## src/rtl/fbp_pkg.sv

```systemverilog
package fbp_pkg;

    // register byte addresses on the wishbone slave
    localparam logic [7:0] FBP_ADR_DIR   = 8'h00;
    localparam logic [7:0] FBP_ADR_LATCH = 8'h04;
    localparam logic [7:0] FBP_ADR_VIEW  = 8'h08;
    localparam logic [7:0] FBP_ADR_FCTL  = 8'h0c;

    localparam int unsigned FBP_PINS   = 4;
    localparam int unsigned FBP_MODE_W = 3;
    localparam int unsigned FBP_SYNC_W = 7;

    // reset values
    localparam logic [3:0] FBP_DIR_RST   = 4'h0;
    localparam logic [3:0] FBP_LATCH_RST = 4'h0;
    localparam logic [7:0] FBP_FCTL_RST  = 8'hf0;

    // value returned for bits that have no defined read value
    localparam logic [31:0] FBP_UNDEF_RD = 32'h0000_0000;

    // function control field positions
    localparam int unsigned FBP_FC_SEL_LO = 4;
    localparam int unsigned FBP_FC_EXTERNAL_EXPANSION_ENABLE   = 3;
    localparam int unsigned FBP_FC_OEE    = 1;
    localparam int unsigned FBP_FC_OES    = 0;

    // operating modes
    localparam logic [2:0] FBP_MODE_1 = 3'h1;
    localparam logic [2:0] FBP_MODE_2 = 3'h2;
    localparam logic [2:0] FBP_MODE_4 = 3'h4;
    localparam logic [2:0] FBP_MODE_5 = 3'h5;
    localparam logic [2:0] FBP_MODE_6 = 3'h6;
    localparam logic [2:0] FBP_MODE_7 = 3'h7;

    typedef struct packed {
        logic [3:0] out;
        logic [3:0] oe_n;
    } fbp_pin_drive_t;

    typedef struct packed {
        logic [3:0]     dir;
        logic [3:0]     latch;
        logic [7:0]     fctl;
        logic           ack;
        logic [31:0]    rdata;
        fbp_pin_drive_t drive;
    } fbp_state_t;

endpackage : fbp_pkg

```

## src/rtl/fbp_sync2.sv

```systemverilog
`timescale 1ns/1ps
`default_nettype none
module fbp_sync2
    import fbp_pkg::*;
(
    input  wire logic                  clk,
    input  wire logic                  rst,
    input  wire logic [FBP_SYNC_W-1:0] async_in,
    output logic      [FBP_SYNC_W-1:0] sync_out
);
    logic [FBP_SYNC_W-1:0] stage1_ff;
    logic [FBP_SYNC_W-1:0] stage2_ff;

    // first stage feeds only the second one
    always_ff @(posedge clk) begin
        if (rst) begin
            stage1_ff <= '0;
            stage2_ff <= '0;
        end else begin
            stage1_ff <= async_in;
            stage2_ff <= stage1_ff;
        end
    end

    assign sync_out = stage2_ff;
endmodule : fbp_sync2
`default_nettype wire

```

## src/rtl/fbp_port.sv

```systemverilog
`timescale 1ns/1ps
`default_nettype none
module fbp_port
    import fbp_pkg::*;
(
    input  wire logic        clk,
    input  wire logic        rst,
    input  wire logic        wb_cyc_i,
    input  wire logic        wb_stb_i,
    input  wire logic        wb_we_i,
    input  wire logic [3:0]  wb_sel_i,
    input  wire logic [7:0]  wb_adr_i,
    input  wire logic [31:0] wb_dat_i,
    output logic      [31:0] wb_dat_o,
    output logic             wb_ack_o,
    input  wire logic [2:0]  mode_pins,
    input  wire logic [3:0]  select_n_in,
    input  wire logic        read_strobe_n_in,
    input  wire logic [3:0]  pin_in,
    output logic      [3:0]  pin_out,
    output logic      [3:0]  pin_oe_n
);

    ////////////////////////////////////////////////////////////////////////////
    fbp_state_t st_ff;
    fbp_state_t nxt_st;

    logic [FBP_SYNC_W-1:0] sync_bits;
    logic [3:0]            pin_lvl;
    logic [2:0]            mode;

    // mode straps may change asynchronously, so they ride the same synchroniser
    fbp_sync2 u_sync (
        .clk      (clk),
        .rst      (rst),
        .async_in ({mode_pins, pin_in}),
        .sync_out (sync_bits)
    );

    assign pin_lvl = sync_bits[3:0];
    assign mode    = sync_bits[6:4];

    ////////////////////////////////////////////////////////////////////////////
    logic       exp_active;
    logic       strobe_sel;
    logic [3:0] sel_en;
    logic [3:0] view;
    logic       req;
    logic       wr_lane0;

    always_comb begin
        unique case (mode)
            FBP_MODE_1, FBP_MODE_2, FBP_MODE_4,
            FBP_MODE_5, FBP_MODE_6: exp_active = 1'b1;
            FBP_MODE_7:             exp_active = st_ff.fctl[FBP_FC_EXTERNAL_EXPANSION_ENABLE];
            default:                exp_active = 1'b0;
        endcase
    end

    assign strobe_sel = exp_active & st_ff.fctl[FBP_FC_OEE] & st_ff.fctl[FBP_FC_OES];
    assign sel_en     = {4{exp_active}} & st_ff.fctl[FBP_FC_SEL_LO +: 4];

    // live view, no stored copy; input pins reach it through the two-flop synchroniser, two clocks late
    assign view = (st_ff.dir & st_ff.latch) | (~st_ff.dir & pin_lvl);

    assign req      = wb_cyc_i & wb_stb_i & ~st_ff.ack;
    assign wr_lane0 = req & wb_we_i & wb_sel_i[0];

    ////////////////////////////////////////////////////////////////////////////
    always_comb begin
        nxt_st     = st_ff;
        nxt_st.ack = req;

        if (wr_lane0) begin
            unique case (wb_adr_i)
                FBP_ADR_DIR:   nxt_st.dir   = wb_dat_i[3:0];
                FBP_ADR_LATCH: nxt_st.latch = wb_dat_i[3:0];
                FBP_ADR_FCTL:  nxt_st.fctl  = wb_dat_i[7:0];
                default:       nxt_st.fctl  = st_ff.fctl;
            endcase
        end

        if (req && !wb_we_i) begin
            unique case (wb_adr_i)
                FBP_ADR_DIR:   nxt_st.rdata = FBP_UNDEF_RD;
                FBP_ADR_LATCH: nxt_st.rdata = {28'h0000000, st_ff.latch};
                FBP_ADR_VIEW:  nxt_st.rdata = {FBP_UNDEF_RD[31:4], view};
                FBP_ADR_FCTL:  nxt_st.rdata = {24'h000000, st_ff.fctl};
                default:       nxt_st.rdata = FBP_UNDEF_RD;
            endcase
        end else if (req) begin
            nxt_st.rdata = FBP_UNDEF_RD;
        end

        // pin drive; strobe outranks select, select outranks latch
        for (int i = 0; i < FBP_PINS; i++) begin
            if (i == 3 && strobe_sel) begin
                nxt_st.drive.out[i]  = read_strobe_n_in;
                nxt_st.drive.oe_n[i] = 1'b0;
            end else if (sel_en[i] && st_ff.dir[i]) begin
                nxt_st.drive.out[i]  = select_n_in[i];
                nxt_st.drive.oe_n[i] = 1'b0;
            end else begin
                nxt_st.drive.out[i]  = st_ff.latch[i];
                nxt_st.drive.oe_n[i] = ~st_ff.dir[i];
            end
        end
    end

    always_ff @(posedge clk) begin
        if (rst) begin
            st_ff.dir        <= FBP_DIR_RST;
            st_ff.latch      <= FBP_LATCH_RST;
            st_ff.fctl       <= FBP_FCTL_RST;
            st_ff.ack        <= 1'b0;
            st_ff.rdata      <= FBP_UNDEF_RD;
            st_ff.drive.out  <= 4'h0;
            st_ff.drive.oe_n <= 4'hf;
        end else begin
            st_ff <= nxt_st;
        end
    end

    assign wb_ack_o = st_ff.ack;
    assign wb_dat_o = st_ff.rdata;
    assign pin_out  = st_ff.drive.out;
    assign pin_oe_n = st_ff.drive.oe_n;
endmodule : fbp_port
`default_nettype wire

```

## config.mk

```make
export PLATFORM = sky130hd
export DESIGN_NAME = fbp_port
export DESIGN_NICKNAME = d
export VERILOG_FILES = /design/src/rtl/fbp_pkg.sv /design/src/rtl/fbp_sync2.sv /design/src/rtl/fbp_port.sv
export SDC_FILE = /design/constraint.sdc
export NUM_CORES = 1
export LEC_CHECK = 0
export BUFFER_PORTS_ARGS = -buffer_cell sky130_fd_sc_hd__buf_4
export CAP_MARGIN = 20
export CELL_PAD_IN_SITES_DETAIL_PLACEMENT = 0
export CELL_PAD_IN_SITES_GLOBAL_PLACEMENT = 1
export CORE_ASPECT_RATIO = 1.4
export CORE_MARGIN = 3
export CORE_UTILIZATION = 25
export CTS_BUF_LIST = sky130_fd_sc_hd__clkbuf_2 sky130_fd_sc_hd__clkbuf_4 sky130_fd_sc_hd__clkbuf_8
export CTS_CLUSTER_SIZE = 8
export DETAILED_ROUTE_END_ITERATION = 7
export PLACE_DENSITY_LB_ADDON = 0.2
export SLEW_MARGIN = 20
export SYNTH_ARGS = -nofsm -noshare
export SYNTH_HDL_FRONTEND = slang
export SYNTH_SLANG_ARGS = --single-unit
```

## constraint.sdc

```tcl
create_clock -name clk -period 1.7 [get_ports clk]
set_clock_uncertainty 0.05 [all_clocks]
set_input_delay 0.085 -clock clk [delete_from_list [all_inputs] [get_ports clk]]
set_output_delay 0.085 -clock clk [all_outputs]
set_load 0.01 [all_outputs]
```

==> impl_metrics.tcl <==
set metrics [dict create \
    rows 39 \
    hold_viol 0 \
    max_cap_violations 0 \
    regToRegSetupSlack_ns 0.11 \
    critPathArrivalTime_ns 1.77 \
    fin_util_pct 33.2 \
    wl_mm 4.77 \
    hold_path_class "input port to register" \
    ys_seq_area_share_pct 44.2 \
    synth_top_area_share_pct 44.2 \
    clk_pin_slew_worst_paths_ns 0.09 \
    timing.final.crit_period_ns 1.59 \
    wl_per_cell_um 12.5 \
    first_iter_violations 58 \
    setup_ws_ns 0.111 \
    r2r_end "pin_out[2]" \
    pwr_density_cell_nw_per_um2 849 \
    cts_buffer_depth 2 \
    yosys.area_share.simple_pct 23.2 \
    antenna_cells 0 \
    fp.dieArea_um2 9680 \
    synth_xor_area_share_pct 0.411 \
    start_kind "register" \
    nNetsFinal 339 \
    finalMaxSlewViolations 0 \
    crit_fanout 6 \
    synth_edf_count 0 \
    pre_cts_slack_ns -0.140 \
    chipWidth_um 84.0 \
    synth_ff_type "dfxtp_1" \
    netlist_area_um2 2130 \
    synth_common_cells "dfxtp_1 (47), buf_4 (40), nor2b_1 (17)" \
    leakage_uw 0.00116 \
    vias 1560 \
    synth_cell_types 32 \
    io_buffers 50 \
    syn_avg_cell_area_um2 9.43 \
    cts_tree "built" \
    grt_use_total_pct 9.90 \
    yosysMostFrequentCell "dfxtp_1" \
    required_ns 1.88 \
    antenna_left 0 \
    final-setup-viol-count 0 \
    first_global_vias 1477 \
    synth_top_family_by_area "simple AND/OR/NAND/NOR gates" \
    synth_mux_area_share_pct 7.52 \
    synth-seq-cells 47 \
    cp-end-kind "register" \
    status "finished, final reports clean" \
    crit_type "register to register" \
    worstHoldStart "wb_dat_i[3]" \
    synth_compound_area_share_pct 8.63 \
    cts_made_buffers 5 \
    worst_r2r_path_depth 5 \
    finalCritPeriodShare_pct 93.5 \
    areaGrowthSynthToFinish_pct 28.3 \
    r2r-start "u_sync.sync_out[4]" \
    overflow 0 \
    post_cts_buffers 0 \
    grt_max_degree 47 \
    hold_end "st_ff[44]" \
    root_buffer "clkbuf_8" \
    fmax_ghz 0.629 \
    gp_congestion 0.779 \
    grt_pass1_wl_mm 7.53 \
    synth_top_area_cell "dfxtp_1" \
    clk_latency_ns 0.30 \
    rsz0062_at_grt "false" \
    synthesis.instances 226 \
    drive_gt1_share_pct 29.0 \
    start_util_pct 25.8 \
    holdPathStages 3 \
    coreArea_um2 8250 \
    htreeDepth 2 \
    yosysWarningCount 0 \
    drc 0 \
    antenna_found_initial 0 \
    io_pins 102 \
    dp_hpwl_mm 3.47 \
    vdd_drop_max_uv 312 \
    cts_sinks 47 \
    fp.dieH_um 115 \
    first_pass_iters 4 \
    via_per_inst 4.09 \
    synth_area_leaders "dfxtp_1 (44%), buf_4 (14%), mux2i_1 (7.5%)" \
    synthArstFlopShare_pct 0 \
    synthAdderAreaFrac_pct 0 \
]
## worst max path at each step
stage	from	end	depth (start not counted)
global route	u_sync.sync_out[4]	pin_out[2]	5
detailed placement	wb_adr_i[6]	wb_dat_o[2]	5
CTS	u_sync.sync_out[4]	pin_out[2]	5
finish	u_sync.sync_out[4]	pin_out[2]	5
global placement	wb_adr_i[6]	wb_dat_o[0]	5
floorplan	wb_adr_i[6]	st_ff[53]	5
## metrics by stage
stage	total power [uW]	hold WS [ns]	instance area, um^2	TNS [ns]	std cells
after floorplan	1290	0.163	2230	-0.113	249
after global placement	1340	0.252	2470	-1.55	361
after detailed placement	1340	0.249	2470	-1.77	361
after CTS	2350	0.00178	2730	0	381
after global routing	2420	0.0213	2730	0	381
final	2320	0.00378	2730	0	381
## registers in the layout (all words and copies together) (netlist names)
signal / flops
st_ff: 16
wb_dat_o: 8
u_sync.sync_out: 7
pin_out: 4
pin_oe_n: 4
u_sync.stage1_ff: 7
wb_ack_o: 1
## worst max-delay path, cell delays in order, from the launching register on
cell and delay (ns):
dfxtp_2 0.34, xor2_1 0.14, o22ai_1 0.10, buf_4 0.17, or4b_2 0.63, o21ai_0 0.09
## power by group
group,switching [uW],internal [uW]
Sequential,4.48,1120
Combinational,103,109
Clock,384,604
Total,492,1830
## area by class of cell
class	count	area [um^2]
Fill cell	870	5510
Multi-Input combinational cell	152	947
Sequential cell	47	943
Timing Repair Buffer	71	576
Tap cell	102	128
Clock buffer	6	76.3
Clock inverter	2	60.1
Inverter	1	3.75
## routing by layer
layer / GRT usage, % / part of all wire [%] / vias up
met2: 18.1 / 52 / 50
li1: - / - / 797
met5: 0 / 0 / -
met4: 4.18 / 2.1 / 0
met3: 2.29 / 5.7 / 6
met1: 10.9 / 40 / 707
## cell usage in the layout, fill, tap and decap left out, types with 5 or more instances in the layout
master / n
buf_4: 58
dfxtp_1: 45
conb_1: 24
nor2b_1: 17
nand2b_1: 16
nand2_1: 16
mux2i_1: 16
nor2_1: 14
dlygate4sd3_1: 12
o21ai_0: 7
nand4_1: 5
a21o_1: 5
clkbuf_8: 5
## timing repair
| action | CTS | global route |
|---|---|---|
| endpoints found under the setup margin | 0 | 8 |
| hold buffers | 12 | 0 |
| resized for setup | 0 | 4 |
| endpoints found under the hold margin | 12 | 0 |
## kinds of logic (layout without fill, tap and decap cells)
logic type / after synthesis / after routing
AO/OA/AOI/OAI: 28 / 28
XOR/XNOR: 1 / 1
buffers and inverters: 50 / 80
flip-flops: 47 / 47
multiplexers: 16 / 16
other: 1 / 24
AND/OR/NAND/NOR: 83 / 83
No activity file was read; power rests on OpenSTA's default activity.
